==> config.mk <==
export PLATFORM = sky130hd
export DESIGN_NAME = phy_link_end_flat
export DESIGN_NICKNAME = d
export VERILOG_FILES = /design/src/hw/link_pkg.sv /design/src/hw/link_if.sv /design/src/hw/word_fifo.sv /design/src/hw/phy_link_end.sv /design/src/flat_wrapper.sv
export SDC_FILE = /design/constraint.sdc
export NUM_CORES = 1
export LEC_CHECK = 0
export ABC_AREA = 1
export BUFFER_PORTS_ARGS = -buffer_cell sky130_fd_sc_hd__buf_2
export CAP_MARGIN = 25
export CORE_ASPECT_RATIO = 1.4
export CORE_MARGIN = 2
export CORE_UTILIZATION = 55
export CTS_CLUSTER_DIAMETER = 50
export DETAILED_ROUTE_END_ITERATION = 12
export PLACE_DENSITY = 0.84
export SYNTH_ARGS = -nofsm -noshare
export SYNTH_HDL_FRONTEND = slang
export SYNTH_SLANG_ARGS = --single-unit
==> constraint.sdc <==
create_clock -name clock_i -period 3.2 [get_ports clock_i]
set_clock_uncertainty 0.05 [all_clocks]
set_input_delay 0.32 -clock clock_i [delete_from_list [all_inputs] [get_ports clock_i]]
set_output_delay 0.32 -clock clock_i [all_outputs]
set_load 0.03 [all_outputs]
==> src/hw/link_pkg.sv <==
// shared constants for the narrow parallel link between phy and mac
// ---------------------------------------------------------------------
// ---------------------------------------------------------------------
package link_pkg;
  localparam int LANES = 3;
  localparam int WORD_BEATS = 4;
  localparam int WORD_W = LANES * WORD_BEATS;
  localparam int FIFO_DEPTH = 4;
  localparam int SYS_CLK_KHZ = 200000;
  // link clock frequencies in khz
  localparam int LCLK_GIG_KHZ = 62500;
  localparam int LCLK_100_KHZ = 50000;
  localparam int LCLK_10_KHZ = 5000;
  // half periods in system cycles, rounded down, at least one
  localparam int HALF_GIG = SYS_CLK_KHZ / (2 * LCLK_GIG_KHZ);
  localparam int HALF_100 = SYS_CLK_KHZ / (2 * LCLK_100_KHZ);
  localparam int HALF_10 = SYS_CLK_KHZ / (2 * LCLK_10_KHZ);
  localparam int HALF_W = 8;
  localparam int RESET_HOLD_US = 500;
  localparam int RESET_HOLD_CYC = RESET_HOLD_US * (SYS_CLK_KHZ / 1000);
  localparam logic [1:0] SPEED_10 = 2'h0;
  localparam logic [1:0] SPEED_100 = 2'h1;
  localparam logic [1:0] SPEED_GIG = 2'h2;
endpackage

==> src/hw/link_if.sv <==
// pin bundle of the narrow parallel link
`timescale 1ns/100ps
interface link_if;
  logic link_clock_out;
  logic reset_sync_in;
  logic [2:0] mac_to_phy_lane;
  logic [2:0] phy_to_mac_lane;
  modport phy (output link_clock_out, output phy_to_mac_lane,
               input reset_sync_in, input mac_to_phy_lane);
  modport mac (input link_clock_out, input phy_to_mac_lane,
               output reset_sync_in, output mac_to_phy_lane);
endinterface

==> src/hw/word_fifo.sv <==
// small valid/ready fifo
`timescale 1ns/100ps
module word_fifo #(
  parameter int WIDTH = 12,
  parameter int DEPTH = 4
) (
  // clock and reset
  input wire logic clock_i,
  input wire logic nrst_i,
  input wire logic ce_i,
  // fill side
  input wire logic in_valid_i,
  output logic in_ready_o,
  input wire logic [WIDTH-1:0] in_data_i,
  // drain side
  output logic out_valid_o,
  input wire logic out_ready_i,
  output logic [WIDTH-1:0] out_data_o
);
  localparam int AW = $clog2(DEPTH);
  logic [WIDTH-1:0] mem_r [DEPTH];
  logic [AW-1:0] wp_r, wp_nxt, rp_r, rp_nxt;
  logic [AW:0] cnt_r, cnt_nxt;
  logic push, pop;
  assign in_ready_o = cnt_r != (AW+1)'(DEPTH);
  assign out_valid_o = cnt_r != '0;
  assign out_data_o = mem_r[rp_r];
  always_comb begin
    push = in_valid_i && (cnt_r != (AW+1)'(DEPTH));
    pop = out_ready_i && (cnt_r != '0);
    wp_nxt = push ? AW'(wp_r + 1'b1) : wp_r;
    rp_nxt = pop ? AW'(rp_r + 1'b1) : rp_r;
    cnt_nxt = cnt_r + (AW+1)'(push) - (AW+1)'(pop);
  end
  always_ff @(posedge clock_i) begin
    if (!nrst_i) begin
      wp_r <= '0;
      rp_r <= '0;
      cnt_r <= '0;
    end else if (ce_i) begin
      wp_r <= wp_nxt;
      rp_r <= rp_nxt;
      cnt_r <= cnt_nxt;
      if (push) begin
        mem_r[wp_r] <= in_data_i;
      end
    end
  end
endmodule

==> src/hw/phy_link_end.sv <==
// phy end of the narrow link: clock source, reset/sync, lane framing
`timescale 1ns/100ps
module phy_link_end
  import link_pkg::*;
#(
  parameter int RESET_HOLD = link_pkg::RESET_HOLD_CYC
) (
  // clock and reset
  input wire logic clock_i,
  input wire logic nrst_i,
  input wire logic ce_i,
  // link pins
  link_if.phy lnk,
  // user side
  input wire logic [1:0] speed_i,
  input wire logic power_down_i,
  input wire logic tx_valid_i,
  output logic tx_ready_o,
  input wire logic [link_pkg::WORD_W-1:0] tx_data_i,
  output logic rx_valid_o,
  output logic [link_pkg::WORD_W-1:0] rx_data_o,
  output logic link_reset_o,
  output logic powered_down_o
);
  import link_pkg::*;
  typedef enum logic [2:0] {
    ST_RUN = 3'b001,
    ST_DOWN = 3'b010,
    ST_RESET = 3'b100
  } pstate_t;
  // ---------------------------------------------------------------
  // state
  // ---------------------------------------------------------------
  pstate_t st_r, st_nxt;
  logic [HALF_W-1:0] div_r, div_nxt, half;
  logic clk_r, clk_nxt;
  logic rs_s1_r, rs_s2_r, rs_d_r;
  logic [2:0] ln_s1_r, ln_s2_r;
  logic [1:0] beat_r, beat_nxt, tbeat_r, tbeat_nxt;
  logic [WORD_W-1:0] sh_r, sh_nxt, tsh_r, tsh_nxt;
  logic [2:0] out_r, out_nxt;
  logic rvalid_r, rvalid_nxt;
  logic [WORD_W-1:0] rdata_r, rdata_nxt;
  logic [1:0] hi_r, hi_nxt;
  logic [31:0] hold_r, hold_nxt;
  logic rise, fall, f_ready, f_valid, f_pop;
  logic [WORD_W-1:0] f_data;
  word_fifo #(.WIDTH(WORD_W), .DEPTH(FIFO_DEPTH)) tx_fifo (
    .clock_i(clock_i), .nrst_i(nrst_i), .ce_i(ce_i),
    .in_valid_i(tx_valid_i), .in_ready_o(f_ready),
    .in_data_i(tx_data_i),
    .out_valid_o(f_valid), .out_ready_i(f_pop), .out_data_o(f_data)
  );
  always_comb begin
    case (speed_i)
      SPEED_GIG: half = HALF_W'(HALF_GIG);
      SPEED_100: half = HALF_W'(HALF_100);
      default: half = HALF_W'(HALF_10);
    endcase
  end
  // ---------------------------------------------------------------
  // clock divider, reset/sync and power state
  // ---------------------------------------------------------------
  always_comb begin
    div_nxt = div_r;
    clk_nxt = clk_r;
    rise = 1'b0;
    fall = 1'b0;
    if (st_r == ST_RUN) begin
      if (div_r >= half - 1'b1) begin
        div_nxt = '0;
        clk_nxt = !clk_r;
        rise = !clk_r;
        fall = clk_r;
      end else begin
        div_nxt = div_r + 1'b1;
      end
    end else begin
      div_nxt = '0;
      clk_nxt = 1'b0;
    end
  end
  always_comb begin
    st_nxt = st_r;
    hi_nxt = hi_r;
    hold_nxt = hold_r;
    // high counted in link cycles only while the clock runs
    if (!rs_s2_r) begin
      hi_nxt = '0;
    end else if (rise && hi_r != 2'h3) begin
      hi_nxt = hi_r + 1'b1;
    end
    // while stopped, measure the level in system cycles instead
    if (rs_s2_r) begin
      hold_nxt = (hold_r == 32'hffffffff) ? hold_r : hold_r + 1'b1;
    end else begin
      hold_nxt = '0;
    end
    case (st_r)
      ST_RUN: begin
        if (hi_r >= 2'h2) begin
          st_nxt = ST_RESET;
        end else if (power_down_i) begin
          st_nxt = ST_DOWN;
        end
      end
      ST_DOWN: begin
        if (hold_r >= 32'(HALF_10 * 4)) begin
          st_nxt = ST_RESET;
        end
      end
      ST_RESET: begin
        if (!rs_s2_r && !power_down_i) begin
          st_nxt = ST_RUN;
        end
      end
      default: st_nxt = ST_RESET;
    endcase
  end
  // ---------------------------------------------------------------
  // lane framing
  // ---------------------------------------------------------------
  always_comb begin
    beat_nxt = beat_r;
    sh_nxt = sh_r;
    rvalid_nxt = 1'b0;
    rdata_nxt = rdata_r;
    tbeat_nxt = tbeat_r;
    tsh_nxt = tsh_r;
    out_nxt = out_r;
    f_pop = 1'b0;
    if (st_r != ST_RUN) begin
      beat_nxt = '0;
      tbeat_nxt = '0;
      out_nxt = '0;
    end else begin
      if (rise) begin
        sh_nxt = {sh_r[WORD_W-LANES-1:0], ln_s2_r};
        // single-cycle sync restarts framing on this beat
        if (rs_s2_r && !rs_d_r) begin
          beat_nxt = 2'h1;
          sh_nxt = {{(WORD_W-LANES){1'b0}}, ln_s2_r};
        end else if (beat_r == 2'(WORD_BEATS - 1)) begin
          beat_nxt = '0;
          rvalid_nxt = 1'b1;
          rdata_nxt = {sh_r[WORD_W-LANES-1:0], ln_s2_r};
        end else begin
          beat_nxt = beat_r + 1'b1;
        end
      end
      // drive on falling edge so mac samples mid-bit on rising
      if (fall) begin
        if (tbeat_r == '0) begin
          f_pop = f_valid;
          tsh_nxt = f_valid ? f_data : '0;
          out_nxt = f_valid ? f_data[WORD_W-1 -: LANES] : '0;
        end else begin
          out_nxt = tsh_r[WORD_W-1-LANES*tbeat_r -: LANES];
        end
        tbeat_nxt = tbeat_r + 1'b1;
      end
    end
  end
  always_ff @(posedge clock_i) begin
    if (!nrst_i) begin
      st_r <= ST_RESET;
      div_r <= '0;
      clk_r <= 1'b0;
      rs_s1_r <= 1'b0;
      rs_s2_r <= 1'b0;
      rs_d_r <= 1'b0;
      ln_s1_r <= '0;
      ln_s2_r <= '0;
      beat_r <= '0;
      tbeat_r <= '0;
      sh_r <= '0;
      tsh_r <= '0;
      out_r <= '0;
      rvalid_r <= 1'b0;
      rdata_r <= '0;
      hi_r <= '0;
      hold_r <= '0;
      tx_ready_o <= 1'b0;
      link_reset_o <= 1'b1;
      powered_down_o <= 1'b0;
    end else if (ce_i) begin
      st_r <= st_nxt;
      div_r <= div_nxt;
      clk_r <= clk_nxt;
      rs_s1_r <= lnk.reset_sync_in;
      rs_s2_r <= rs_s1_r;
      if (rise) begin
        rs_d_r <= rs_s2_r;
      end
      ln_s1_r <= lnk.mac_to_phy_lane;
      ln_s2_r <= ln_s1_r;
      beat_r <= beat_nxt;
      tbeat_r <= tbeat_nxt;
      sh_r <= sh_nxt;
      tsh_r <= tsh_nxt;
      out_r <= out_nxt;
      rvalid_r <= rvalid_nxt;
      rdata_r <= rdata_nxt;
      hi_r <= hi_nxt;
      hold_r <= hold_nxt;
      tx_ready_o <= f_ready;
      link_reset_o <= st_nxt == ST_RESET;
      powered_down_o <= st_nxt == ST_DOWN;
    end
  end
  assign lnk.link_clock_out = clk_r;
  assign lnk.phy_to_mac_lane = out_r;
  assign rx_valid_o = rvalid_r;
  assign rx_data_o = rdata_r;
endmodule

==> src/flat_wrapper.sv <==
// flat-port wrapper written by rule: the top's interface ports become plain ports
module phy_link_end_flat import link_pkg::*;
#(
  parameter int RESET_HOLD = link_pkg::RESET_HOLD_CYC
)
  (clock_i, nrst_i, ce_i, speed_i, power_down_i, tx_valid_i, tx_ready_o, tx_data_i, rx_valid_o, rx_data_o, link_reset_o, powered_down_o, lnk_link_clock_out, lnk_phy_to_mac_lane, lnk_reset_sync_in, lnk_mac_to_phy_lane);
  link_if lnk_i ();
  input wire logic clock_i;
  input wire logic nrst_i;
  input wire logic ce_i;
  input wire logic [1:0] speed_i;
  input wire logic power_down_i;
  input wire logic tx_valid_i;
  output logic tx_ready_o;
  input wire logic [link_pkg::WORD_W-1:0] tx_data_i;
  output logic rx_valid_o;
  output logic [link_pkg::WORD_W-1:0] rx_data_o;
  output logic link_reset_o;
  output logic powered_down_o;
  output wire logic [$bits(lnk_i.link_clock_out)-1:0] lnk_link_clock_out;
  output wire logic [$bits(lnk_i.phy_to_mac_lane)-1:0] lnk_phy_to_mac_lane;
  input wire logic [$bits(lnk_i.reset_sync_in)-1:0] lnk_reset_sync_in;
  input wire logic [$bits(lnk_i.mac_to_phy_lane)-1:0] lnk_mac_to_phy_lane;
  assign lnk_link_clock_out = lnk_i.link_clock_out;
  assign lnk_phy_to_mac_lane = lnk_i.phy_to_mac_lane;
  assign lnk_i.reset_sync_in = lnk_reset_sync_in;
  assign lnk_i.mac_to_phy_lane = lnk_mac_to_phy_lane;
  phy_link_end #(.RESET_HOLD(RESET_HOLD)) u_core (.clock_i(clock_i), .nrst_i(nrst_i), .ce_i(ce_i), .lnk(lnk_i), .speed_i(speed_i), .power_down_i(power_down_i), .tx_valid_i(tx_valid_i), .tx_ready_o(tx_ready_o), .tx_data_i(tx_data_i), .rx_valid_o(rx_valid_o), .rx_data_o(rx_data_o), .link_reset_o(link_reset_o), .powered_down_o(powered_down_o));
endmodule
; ---- Word level (Yosys, flattened, before mapping)
; Memories as Yosys holds them, arrays and structs flattened. A register that Yosys moved wholly into a read port is not among the register bits.
; Cells that the tools add are included.
[word_totals]
ramBits = 48
wordCells = 124
regBits = 106
n_memories = 1
input_bits = 23
[op_classes]
multipliers = 1
n_lt_le_gt_ge = 3
reduce_logical = 24
mux = 43
n_addsub = 11
shift = 1
bitwise = 2
eq_ne = 15
[memory_table]
columns = name, words, width, read_ports, rd_clocked_by_memory_dff, wr, line_no
row1 = u_core.tx_fifo.mem_r, 4, 12, 1, 1, 1, word_fifo.sv:21  ; logic [WIDTH-1:0] mem_r [DEPTH];
[op_table]
columns = op, count
row1 = $mux 32, 2
row2 = $shiftx 14x33->3, 1
row3 = $add 32x1->32 const B, 1
row4 = $eq 32x32->1 const B, 1
row5 = $ge 32x7->1 const B, 1
row6 = $mux 3, 8
row7 = $mux 2, 10
row8 = $mux 1, 17
row9 = $mux 8, 2
row10 = $reduce_and 2->1, 8
row11 = $mux 12, 1
row12 = $add 2x1->2 const B, 5
row13 = $pmux 5 s2, 1
row14 = $mux 9, 1
row15 = $pmux 3 s3, 1
row16 = $add 8x1->8 const B, 1
row17 = $ge 8x8->1, 1
row18 = $ne 2x2->1 const B, 4
row19 = $eq 3x2->1 const B, 2
row20 = $eq 3x3->1 const B, 2
row21 = $sub 5x1->6 const B, 1
row22 = $logic_and 1x1->1, 5
row23 = $reduce_and 5->1, 1
row24 = $sub 4x4->5 const A, 1
row25 = other kinds (16), 22

; ---- Longest topological paths before layout
; Gate-level depths: netlist of the first run.
[depth]
depth_word = 12
ltp_mapped = 20
ltp_nobuf = 20

; ---- By module
; A second synthesis of the first run with hierarchy kept.
[hier_totals]
cells_unflattened = 997
hier_area_um2 = 7782.5
[by_module_without_submodules]
columns = module, instances, area_per_inst_um2, cells_per_inst
row1 = phy_link_end, 1, 5462.7, 809
row2 = word_fifo, 1, 2319.7, 188

; ---- Worst setup path after synthesis of the first run
; No wires, ideal clock.
[synth_timing]
path_type = input to register
from = in speed_i[0]
to = reg u_core.tx_fifo.cnt_r[2]
stages = 18
arrival_time_ns = 2.696
setup_slack_ns = 0.331
required_ns = 3.028
cell_sequence = inv_1 > ha_1 > inv_1 > ha_1 > nand2_1 > inv_1 > nor3_2 > nand2_4 > nand2_1 > nor4_1 > ha_1 > inv_1 > ha_1 > fa_1 > a21oi_1 > o21ai_0 > o21ai_0 > a21oi_1
[synth_between]
elab_chain_cells = 10
[synth_lines]
columns = item, line_no
row1 = start: declaration, flat_wrapper.sv:11  ; input wire logic [1:0] speed_i;
row2 = $eq 2x1->1 or $eq 2x2->1 (tied branches), phy_link_end.sv:55  ; case (speed_i)
row3 = $pmux 5 s2 (*), phy_link_end.sv:55
row4 = $sub 5x1->6 (*), phy_link_end.sv:70  ; if (div_r >= half - 1'b1) begin
row5 = $ge 8x8->1 (*), phy_link_end.sv:70
row6 = $mux 1 (*), phy_link_end.sv:70
row7 = $mux 1 (*), phy_link_end.sv:69  ; if (st_r == ST_RUN) begin
row8 = $mux 1 (*), phy_link_end.sv:152  ; if (fall) begin
row9 = $mux 1 (*), phy_link_end.sv:132  ; if (st_r != ST_RUN) begin
row10 = $logic_and 1x1->1 (*), word_fifo.sv:30  ; pop = out_ready_i && (cnt_r != '0);
row11 = $sub 3x1->3 (*), word_fifo.sv:33  ; cnt_nxt = cnt_r + (AW+1)'(push) - (AW+1)'(pop);
row12 = end signal: assignment, word_fifo.sv:43  ; cnt_r <= cnt_nxt;
row13 = end: declaration, word_fifo.sv:23  ; logic [AW:0] cnt_r, cnt_nxt;
; Every way passes the cells marked *; elsewhere a longest branch is shown, timed or not.
; A chain may end at the register's enable or synchronous reset.

; ---- Worst setup path in the final report of the first run
[layout_timing]
from = reg u_core.div_r[0]
to = reg u_core.tx_fifo.cnt_r[2]
[layout_between]
elab_chain_cells = 7
[layout_lines]
columns = item, line_no
row1 = start: declaration, phy_link_end.sv:35  ; logic [HALF_W-1:0] div_r, div_nxt, half;
row2 = start signal: assignment, phy_link_end.sv:188  ; div_r <= div_nxt;
row3 = $ge 8x8->1, phy_link_end.sv:70
row4 = $mux 1, phy_link_end.sv:70
row5 = $mux 1, phy_link_end.sv:69
row6 = $mux 1, phy_link_end.sv:152
row7 = $mux 1, phy_link_end.sv:132
row8 = $logic_and 1x1->1, word_fifo.sv:30
row9 = $sub 3x1->3, word_fifo.sv:33
; Every way passes these cells.

==> results of run 1 <==
## final timing paths
kind	from	endpoint	slack, ns
hold reg to reg	u_core.div_r[7]	u_core.div_r[7]	0.39
setup reg to reg	u_core.div_r[0]	u_core.tx_fifo.cnt_r[2]	0.40
setup / recovery	u_core.div_r[0]	u_core.tx_fifo.cnt_r[2]	0.40
hold / removal	tx_data_i[11]	u_core.tx_fifo.mem_r[3][11]	0.05
## per-layer routing
| layer | track usage | wire length [µm] | part of all wire | up-vias |
|---|---|---|---|---|
| li1 | - | - | - | 3415 |
| met1 | 0.2468 | 6696 | 0.42 | 3004 |
| met2 | 0.4051 | 8211 | 0.51 | 152 |
| met3 | 0.04912 | 735 | 0.046 | 32 |
| met4 | 0.09673 | 340 | 0.021 | 0 |
| met5 | 0 | 0 | 0 | - |
## cell type report
| cell class | count | area, µm² |
|---|---|---|
| Clock buffer | 19 | 432.9 |
| Clock inverter | 13 | 103.9 |
| Fill cell | 1152 | 5224 |
| Inverter | 104 | 392.9 |
| Multi-Input combinational cell | 745 | 3543 |
| Sequential cell | 156 | 3603 |
| Tap cell | 185 | 231.5 |
| Timing Repair Buffer | 56 | 315.3 |
## sequential cells by signal, summed over array words and instances, names as in the netlist, 2 cells and up, named ones only
register / count
u_core.tx_fifo.mem_r: 48
u_core.hold_r: 32
u_core.rx_data_o: 12
u_core.tsh_r: 12
u_core.sh_r: 9
u_core.div_r: 8
u_core.ln_s1_r: 3
u_core.ln_s2_r: 3
u_core.lnk.phy_to_mac_lane: 3
u_core.st_r: 3
u_core.tx_fifo.cnt_r: 3
u_core.beat_r: 2
u_core.hi_r: 2
u_core.tbeat_r: 2
u_core.tx_fifo.rp_r: 2
u_core.tx_fifo.wp_r: 2
## cell families (layout without fill, tap and decap cells)
group                    count (synthesis)  count (layout)  synth area share
AO/OA/AOI/OAI                          146             146           0.09804
XOR/XNOR                                11              11           0.01248
adder cells (fa/ha/maj)                 22              22           0.03662
buffers and inverters                  140             192           0.07438
flip-flops                             156             156            0.4667
other                                    1               1         0.0004857
AND/OR/NAND/NOR                        565             565            0.3113
## placed cells by master (no fill, tap or decap), types with 5 or more instances in the layout
cell / instances
sky130_fd_sc_hd__nor3_1: 10
sky130_fd_sc_hd__nand4_1: 14
sky130_fd_sc_hd__xor2_1: 10
sky130_fd_sc_hd__buf_2: 42
sky130_fd_sc_hd__edfxtp_1: 48
sky130_fd_sc_hd__nand3_1: 62
sky130_fd_sc_hd__nor2_1: 196
sky130_fd_sc_hd__nor2_2: 12
sky130_fd_sc_hd__ha_1: 21
sky130_fd_sc_hd__dfxtp_1: 108
sky130_fd_sc_hd__nand2_1: 248
sky130_fd_sc_hd__clkinv_2: 5
sky130_fd_sc_hd__clkbuf_16: 17
sky130_fd_sc_hd__buf_4: 14
sky130_fd_sc_hd__inv_2: 6
sky130_fd_sc_hd__o21ai_0: 57
sky130_fd_sc_hd__o21ai_1: 5
sky130_fd_sc_hd__inv_1: 96
sky130_fd_sc_hd__o211ai_1: 5
sky130_fd_sc_hd__a21oi_1: 74
## power breakdown
group	internal [mW]	leakage, nW	switching (mW)
sequential	2.07	1.31	0.0157
combinational	0.0644	1.84	0.154
clock	1.06	0.261	0.777
==> reports/qor.json, run 1 <==
{
  "critical_path": {
    "arrival_ns": 3.07,
    "worst-path-max-fanout": 3,
    "criticalPathCategory": "reg -> reg",
    "worstPathCellList": "inv_1, ha_1, inv_1, nand2_1, nand2_1, nand2_1, nand2_1, nand2_4, nand2_1, nor4_1, ha_1, inv_1, ha_1, fa_1, a21oi_1, o21ai_0, o21ai_0, a21oi_1",
    "data_required_critical_path_ns": 3.46,
    "ff2ff_path_depth": 18,
    "timing.critical_path.max_delay_family": "adder cells",
    "crit_top_cell": "sky130_fd_sc_hd__nand2_1",
    "path_buf_inv": 3,
    "crit_path_top_delay_cell": "sky130_fd_sc_hd__fa_1",
    "timing.critical_path.slowest_cell_delay_ns": 0.41,
    "setup.worst_path.end_class": "flop",
    "worstSetupStartpointType": "flop",
    "critical_path_cell_count": 18
  },
  "synthesis": {
    "synth.ff_latch_count": 156,
    "netlist.top_cell.by_area": "sky130_fd_sc_hd__dfxtp_1",
    "yosys.area.top_type_share": 0.2800,
    "cell_with_the_most_instances_after_synthesis": "sky130_fd_sc_hd__nand2_1",
    "post_synthesis_instance_area_um2": 7721,
    "netlist_instances": 1041,
    "yosys-top-cells-count": "248 x sky130_fd_sc_hd__nand2_1, 196 x sky130_fd_sc_hd__nor2_1, 108 x sky130_fd_sc_hd__dfxtp_1, 96 x sky130_fd_sc_hd__inv_1, 74 x sky130_fd_sc_hd__a21oi_1",
    "synth_top_flop_cell": "sky130_fd_sc_hd__dfxtp_1",
    "syn-mean-instance-area_um2": 7.417,
    "synthArstFlopShare": 0,
    "ys_top_cells_by_area": "sky130_fd_sc_hd__dfxtp_1 28%, sky130_fd_sc_hd__edfxtp_1 19%, sky130_fd_sc_hd__nand2_1 12%",
    "synth_sequential_area_ratio": 0.4667,
    "synthesis.nets": 1086,
    "synth_cell_type_count": 44,
    "yosys_warnings": 0,
    "synth-edff-count": 48
  },
  "min_path": {
    "min_path_cells": 1,
    "hold_path_class": "in -> reg"
  },
  "finish": {
    "layout.cells.non_filler": 1278,
    "area.growth.synth_to_final_pct": 11.68,
    "antennaDiodeCount": 0,
    "nets": 1125,
    "finish.instance_area_um2": 8623,
    "layout-drive-gt1-share": 0.1107,
    "postLayoutCoreUtil": 0.6228
  },
  "sta": {
    "totalNegativeSetupSlack_ns": 0,
    "period_share": 0.8764,
    "finalHoldViolCount": 0,
    "report.final.slew_viol_count": 0,
    "period_needed_ns": 2.805,
    "rsz0062_at_grt": "no",
    "max_slew.worst_pin.slew_ns": 0.5101,
    "post-route-worst-setup-slack_ns": 0.3954,
    "finalSetupViolCount": 0,
    "max-slew-margin-rel": 0.6594,
    "maxClockFrequency_ghz": 0.3566,
    "worst_hold_slack_ns": 0.05268
  },
  "placed_design": {
    "final_weighted_congestion_in_routability_driven_placement": 0.9427,
    "dpl-instance-area_um2": 8087,
    "detailed_place_hpwl_mm": 11.02,
    "dp_cells": 1246,
    "dpl_worst_slack_ns": 0.1262,
    "io_buffer_count": 42
  },
  "global_routing": {
    "grt_pass1_vias": 6253,
    "antenna_found_initial": 0,
    "wire_length_of_the_first_global_routing_pass_mm": 27.08,
    "largest_net_degree_at_the_start_of_global_routing": 35,
    "groute.usage.overall": 0.2210,
    "global_route.overflow_total": 0
  },
  "detailed_routing": {
    "drtAntennaViolNets": 0,
    "initialDrtViolationCount": 354,
    "drt_pass1_iterations": 5,
    "vias_per_cell": 5.167,
    "num_vias": 6603,
    "detail_route.wirelength_mm": 15.98,
    "routed_wire_length_per_instance_um": 12.51,
    "post-route-drc-count": 0
  },
  "cts": {
    "cts_setup_buffers": 0,
    "number_of_clock_sinks": 156,
    "cts_resized": 0,
    "path_clk_slew_ns": 0.06,
    "clockBufferDepth": 2,
    "worst_skew_pair.late_latency_ns": 0.43,
    "cts_buffers": 17,
    "cts-root-buf": "sky130_fd_sc_hd__clkbuf_16",
    "htreeDepth": 4,
    "cts_hold_repair.buffers": 0,
    "cts_tree": "done"
  },
  "floorplanning": {
    "top_level_ports": 43,
    "height_of_the_chip_um": 144.2,
    "die_width_um": 104.1,
    "initial_core_util": 0.5576,
    "floorplan.rows": 51,
    "dieArea_um2": 15020,
    "coreArea_um2": 13850
  },
  "power": {
    "totalPowerFinal_mw": 4.134,
    "power.leakage_nw": 3.409,
    "peakVddDrop_uv": 609.0,
    "power_density_nw_per_um2": 479.4
  },
  "outcome": {
    "run_status": "complete, no violations"
  },
  "flow_run": {
    "max_cap_viol_count": 0
  }
}
Note: power is estimated with default switching activity, not from simulation.
==> inputs of run 2 (changes only) <==
--- a/config.mk
+++ b/config.mk
@@ -16,4 +16,5 @@
 export PLACE_DENSITY = 0.84
 export SYNTH_ARGS = -nofsm -noshare
 export SYNTH_HDL_FRONTEND = slang
+export SYNTH_HIERARCHICAL = 1
 export SYNTH_SLANG_ARGS = --single-unit
==> run 2 against run 1 <==
Net effect:
- sequential share of layout area fell by 0.38 points
- power rose by 3.9%
- hold slack improved by 0.0052 ns
- critical endpoint is now u_core/tx_fifo/cnt_r[2]
- via count fell by 0.45%
- die area rose by 0.77%
- global-route usage rose by 1.1 points
- sequential cell count did not move
- utilization rose by 0.58 points
- first-iteration DRC count fell by 6.5%
- critical path depth rose by 3
- cell count fell by 3.3%
- final area rose by 0.93%
==> reports/qor.json, run 2 <==
{
  "critical_path": {
    "ff2ff_path_depth": 21,
    "setup.worst_path.end_class": "flop",
    "arrival_ns": 3.25,
    "criticalPathCategory": "reg -> reg",
    "critPathCapture": "u_core/tx_fifo/cnt_r[2]",
    "worst-path-max-fanout": 4,
    "worstSetupStartpointType": "flop",
    "source_of_the_critical_timing_path": "u_core/div_r[0]",
    "regToRegStartpoint": "u_core/div_r[0]",
    "r2r_slack_ns": 0.22,
    "data_required_critical_path_ns": 3.47,
    "r2r-end": "u_core/tx_fifo/cnt_r[2]"
  },
  "sta": {
    "report.final.slew_viol_count": 0,
    "rsz0062_at_grt": "no",
    "period_share": 0.9302,
    "max_slew.worst_pin.slew_ns": 0.9179,
    "finalHoldViolCount": 0,
    "period_needed_ns": 2.977,
    "max-slew-margin-rel": 0.3858,
    "maxClockFrequency_ghz": 0.3360,
    "finalSetupViolCount": 0,
    "worst_hold_slack_ns": 0.05789
  },
  "power": {
    "netSwitchingPower_uw": 940.7,
    "switching_share_of_power": 0.2190,
    "totalPowerFinal_mw": 4.294,
    "comb_power_share": 0.047,
    "seq_power_share": 0.485,
    "power.leakage_nw": 3.453,
    "peakVddDrop_uv": 472.1,
    "power_density_nw_per_um2": 493.4,
    "p_int_mw": 3.354,
    "clock_power_share": 0.468
  },
  "cts": {
    "cts_buffers": 17,
    "clockBufferDepth": 2,
    "cts_hold_repair.buffers": 0,
    "cts_tree": "done",
    "number_of_clock_sinks": 156,
    "cts_setup_buffers": 0,
    "htreeDepth": 4,
    "path_clk_slew_ns": 0.06,
    "worst_skew_pair.late_latency_ns": 0.42,
    "cts-root-buf": "sky130_fd_sc_hd__clkbuf_16"
  },
  "synthesis": {
    "cell_with_the_most_instances_after_synthesis": "sky130_fd_sc_hd__nand2_1",
    "yosys.area.top_type_share": 0.2778,
    "yosys-top-cells-count": "228 x sky130_fd_sc_hd__nand2_1, 156 x sky130_fd_sc_hd__nor2_1, 108 x sky130_fd_sc_hd__dfxtp_1, 85 x sky130_fd_sc_hd__inv_1, 72 x sky130_fd_sc_hd__nand3_1",
    "netlist.top_cell.by_area": "sky130_fd_sc_hd__dfxtp_1",
    "post_synthesis_instance_area_um2": 7782,
    "yosys_warnings": 6,
    "synth_top_flop_cell": "sky130_fd_sc_hd__dfxtp_1",
    "synth_sequential_area_ratio": 0.4630,
    "syn-mean-instance-area_um2": 7.806,
    "synthArstFlopShare": 0,
    "ys_top_cells_by_area": "sky130_fd_sc_hd__dfxtp_1 28%, sky130_fd_sc_hd__edfxtp_1 19%, sky130_fd_sc_hd__nand2_1 11%",
    "synth_cell_type_count": 47,
    "netlist_instances": 997,
    "synth.ff_latch_count": 156,
    "synth-edff-count": 48,
    "synthesis.nets": 1042
  },
  "detailed_routing": {
    "vias_per_cell": 5.318,
    "initialDrtViolationCount": 331,
    "post-route-drc-count": 0,
    "drtAntennaViolNets": 0,
    "detail_route.wirelength_mm": 16.87,
    "drt_pass1_iterations": 5,
    "routed_wire_length_per_instance_um": 13.64,
    "num_vias": 6573
  },
  "placed_design": {
    "io_buffer_count": 42,
    "final_weighted_congestion_in_routability_driven_placement": 0.8650,
    "dp_cells": 1204,
    "dpl-instance-area_um2": 8109,
    "detailed_place_hpwl_mm": 11.70
  },
  "floorplanning": {
    "height_of_the_chip_um": 144.8,
    "initial_core_util": 0.5620,
    "die_width_um": 104.5,
    "dieArea_um2": 15130,
    "floorplan.rows": 51,
    "coreArea_um2": 13850,
    "top_level_ports": 43
  },
  "outcome": {
    "run_status": "complete, no violations"
  },
  "global_routing": {
    "largest_net_degree_at_the_start_of_global_routing": 46,
    "grt_pass1_vias": 6331,
    "global_route.overflow_total": 0,
    "groute.usage.overall": 0.2320,
    "antenna_found_initial": 0,
    "wire_length_of_the_first_global_routing_pass_mm": 28.03
  },
  "finish": {
    "biggestRegsByFlops": "u_core/tx_fifo/mem_r (48), u_core/hold_r (32)",
    "postLayoutCoreUtil": 0.6285,
    "highest_count_cells_in_the_layout_ignoring_fill_and_taps": "228 x sky130_fd_sc_hd__nand2_1, 156 x sky130_fd_sc_hd__nor2_1, 108 x sky130_fd_sc_hd__dfxtp_1, 85 x sky130_fd_sc_hd__inv_1, 72 x sky130_fd_sc_hd__nand3_1",
    "area.growth.synth_to_final_pct": 11.83,
    "largest_reg_flops": 48,
    "nets": 1083,
    "area_taken_by_multi_input_logic_gates_um2": 3626,
    "seq_area_um2": 3603,
    "layout-drive-gt1-share": 0.1304,
    "finish.instance_area_um2": 8703,
    "layout.cells.non_filler": 1236,
    "registers.top_by_ff_count": "u_core/tx_fifo/mem_r",
    "antennaDiodeCount": 0,
    "mostFrequentLayoutCell": "sky130_fd_sc_hd__nand2_1",
    "fill_cells": 1172
  },
  "flow_run": {
    "max_cap_viol_count": 0
  },
  "min_path": {
    "min_path_cells": 1,
    "hold_path_class": "in -> reg"
  }
}
[run 2: timing repair]
item                                    in CTS  in global routing
resized for setup                            0                  2
endpoints found under the setup margin       0                  1
endpoints found under the hold margin        0                  0
[run 2: logic make-up (layout without fill, tap and decap cells)]
| logic type | Yosys count | in the layout | synth area share |
|---|---|---|---|
| AOI/OAI and AO/OA | 155 | 155 | 0.1103 |
| xor gates and xnor gates | 9 | 9 | 0.01013 |
| adders and majority gates | 22 | 22 | 0.03633 |
| buffers and inverters | 125 | 179 | 0.07170 |
| DFF | 156 | 156 | 0.4630 |
| other | 1 | 1 | 0.0004819 |
| and+or+nand+nor | 529 | 529 | 0.3080 |
[run 2: critical path: stages (launching register included)]
cell and delay (ns):
sky130_fd_sc_hd__dfxtp_1 0.37, sky130_fd_sc_hd__inv_1 0.06, sky130_fd_sc_hd__ha_1 0.29, sky130_fd_sc_hd__inv_1 0.04, sky130_fd_sc_hd__nand2_1 0.05, sky130_fd_sc_hd__nand2_1 0.05
sky130_fd_sc_hd__nand2_1 0.07, sky130_fd_sc_hd__nand2_2 0.06, sky130_fd_sc_hd__nand2_4 0.06, sky130_fd_sc_hd__inv_1 0.05, sky130_fd_sc_hd__nor3_2 0.11, sky130_fd_sc_hd__buf_4 0.14
sky130_fd_sc_hd__a21boi_1 0.18, sky130_fd_sc_hd__ha_1 0.25, sky130_fd_sc_hd__inv_1 0.06, sky130_fd_sc_hd__ha_1 0.13, sky130_fd_sc_hd__inv_1 0.05, sky130_fd_sc_hd__fa_1 0.40
sky130_fd_sc_hd__nor2_1 0.13, sky130_fd_sc_hd__nor2_1 0.07, sky130_fd_sc_hd__a21oi_1 0.13, sky130_fd_sc_hd__nor2_1 0.06
[run 2: power by group through the flow]
| stage | sequential (mW) | clock (mW) | combinational, mW |
|---|---|---|---|
| 2_1_floorplan | 2.13 | 0 | 0.133 |
| 3_3_place_gp | 2.12 | 0 | 0.192 |
| 3_5_place_dp | 2.13 | 0 | 0.199 |
| 4_1_cts | 2.08 | 2.05 | 0.201 |
| 5_1_grt | 2.09 | 2.13 | 0.227 |
| 6_report | 2.08 | 2.01 | 0.201 |
[run 2: cell type report]
| type | count | area share |
|---|---|---|
| well taps | 185 | 0.02660 |
| flip-flops and latches | 156 | 0.4140 |
| inverters | 92 | 0.03968 |
| multi-input cells | 716 | 0.4166 |
| clock buffers | 22 | 0.05104 |
| clock inverters | 10 | 0.01668 |
| repair buffers | 55 | 0.03537 |
[run 2: worst min path at each step]
| stage | startpoint | endpoint | slack, ns |
|---|---|---|---|
| after global placement | u_core/div_r[7] | u_core/div_r[7] | 0.38 |
| after CTS | tx_data_i[0] | u_core/tx_fifo/mem_r[3][0] | 0.04 |
| after global routing | tx_data_i[2] | u_core/tx_fifo/mem_r[0][2] | 0.05 |
| final | tx_data_i[0] | u_core/tx_fifo/mem_r[2][0] | 0.06 |
| after floorplan | tx_data_i[0] | u_core/tx_fifo/mem_r[0][0] | 0.37 |
| after detailed placement | u_core/rx_data_o[10] | u_core/rx_data_o[10] | 0.40 |
[run 2: per-layer routing]
layer	vias up	global-route usage	part of all wire	wire length, µm
li1	3341	-	-	-
met1	3028	0.2477	0.40	6761
met2	162	0.4217	0.52	8808
met3	42	0.05553	0.045	760
met4	0	0.1294	0.032	535
met5	-	0	0	0
[run 2: stage by stage]
stage          setup WS [ns]  setup TNS (ns)
3_3_place_gp       -0.005733       -0.005733
3_5_place_dp         -0.1422         -0.1422
2_1_floorplan         0.1642               0
4_1_cts               0.1130               0
6_report              0.2234               0
5_1_grt              0.04223               0
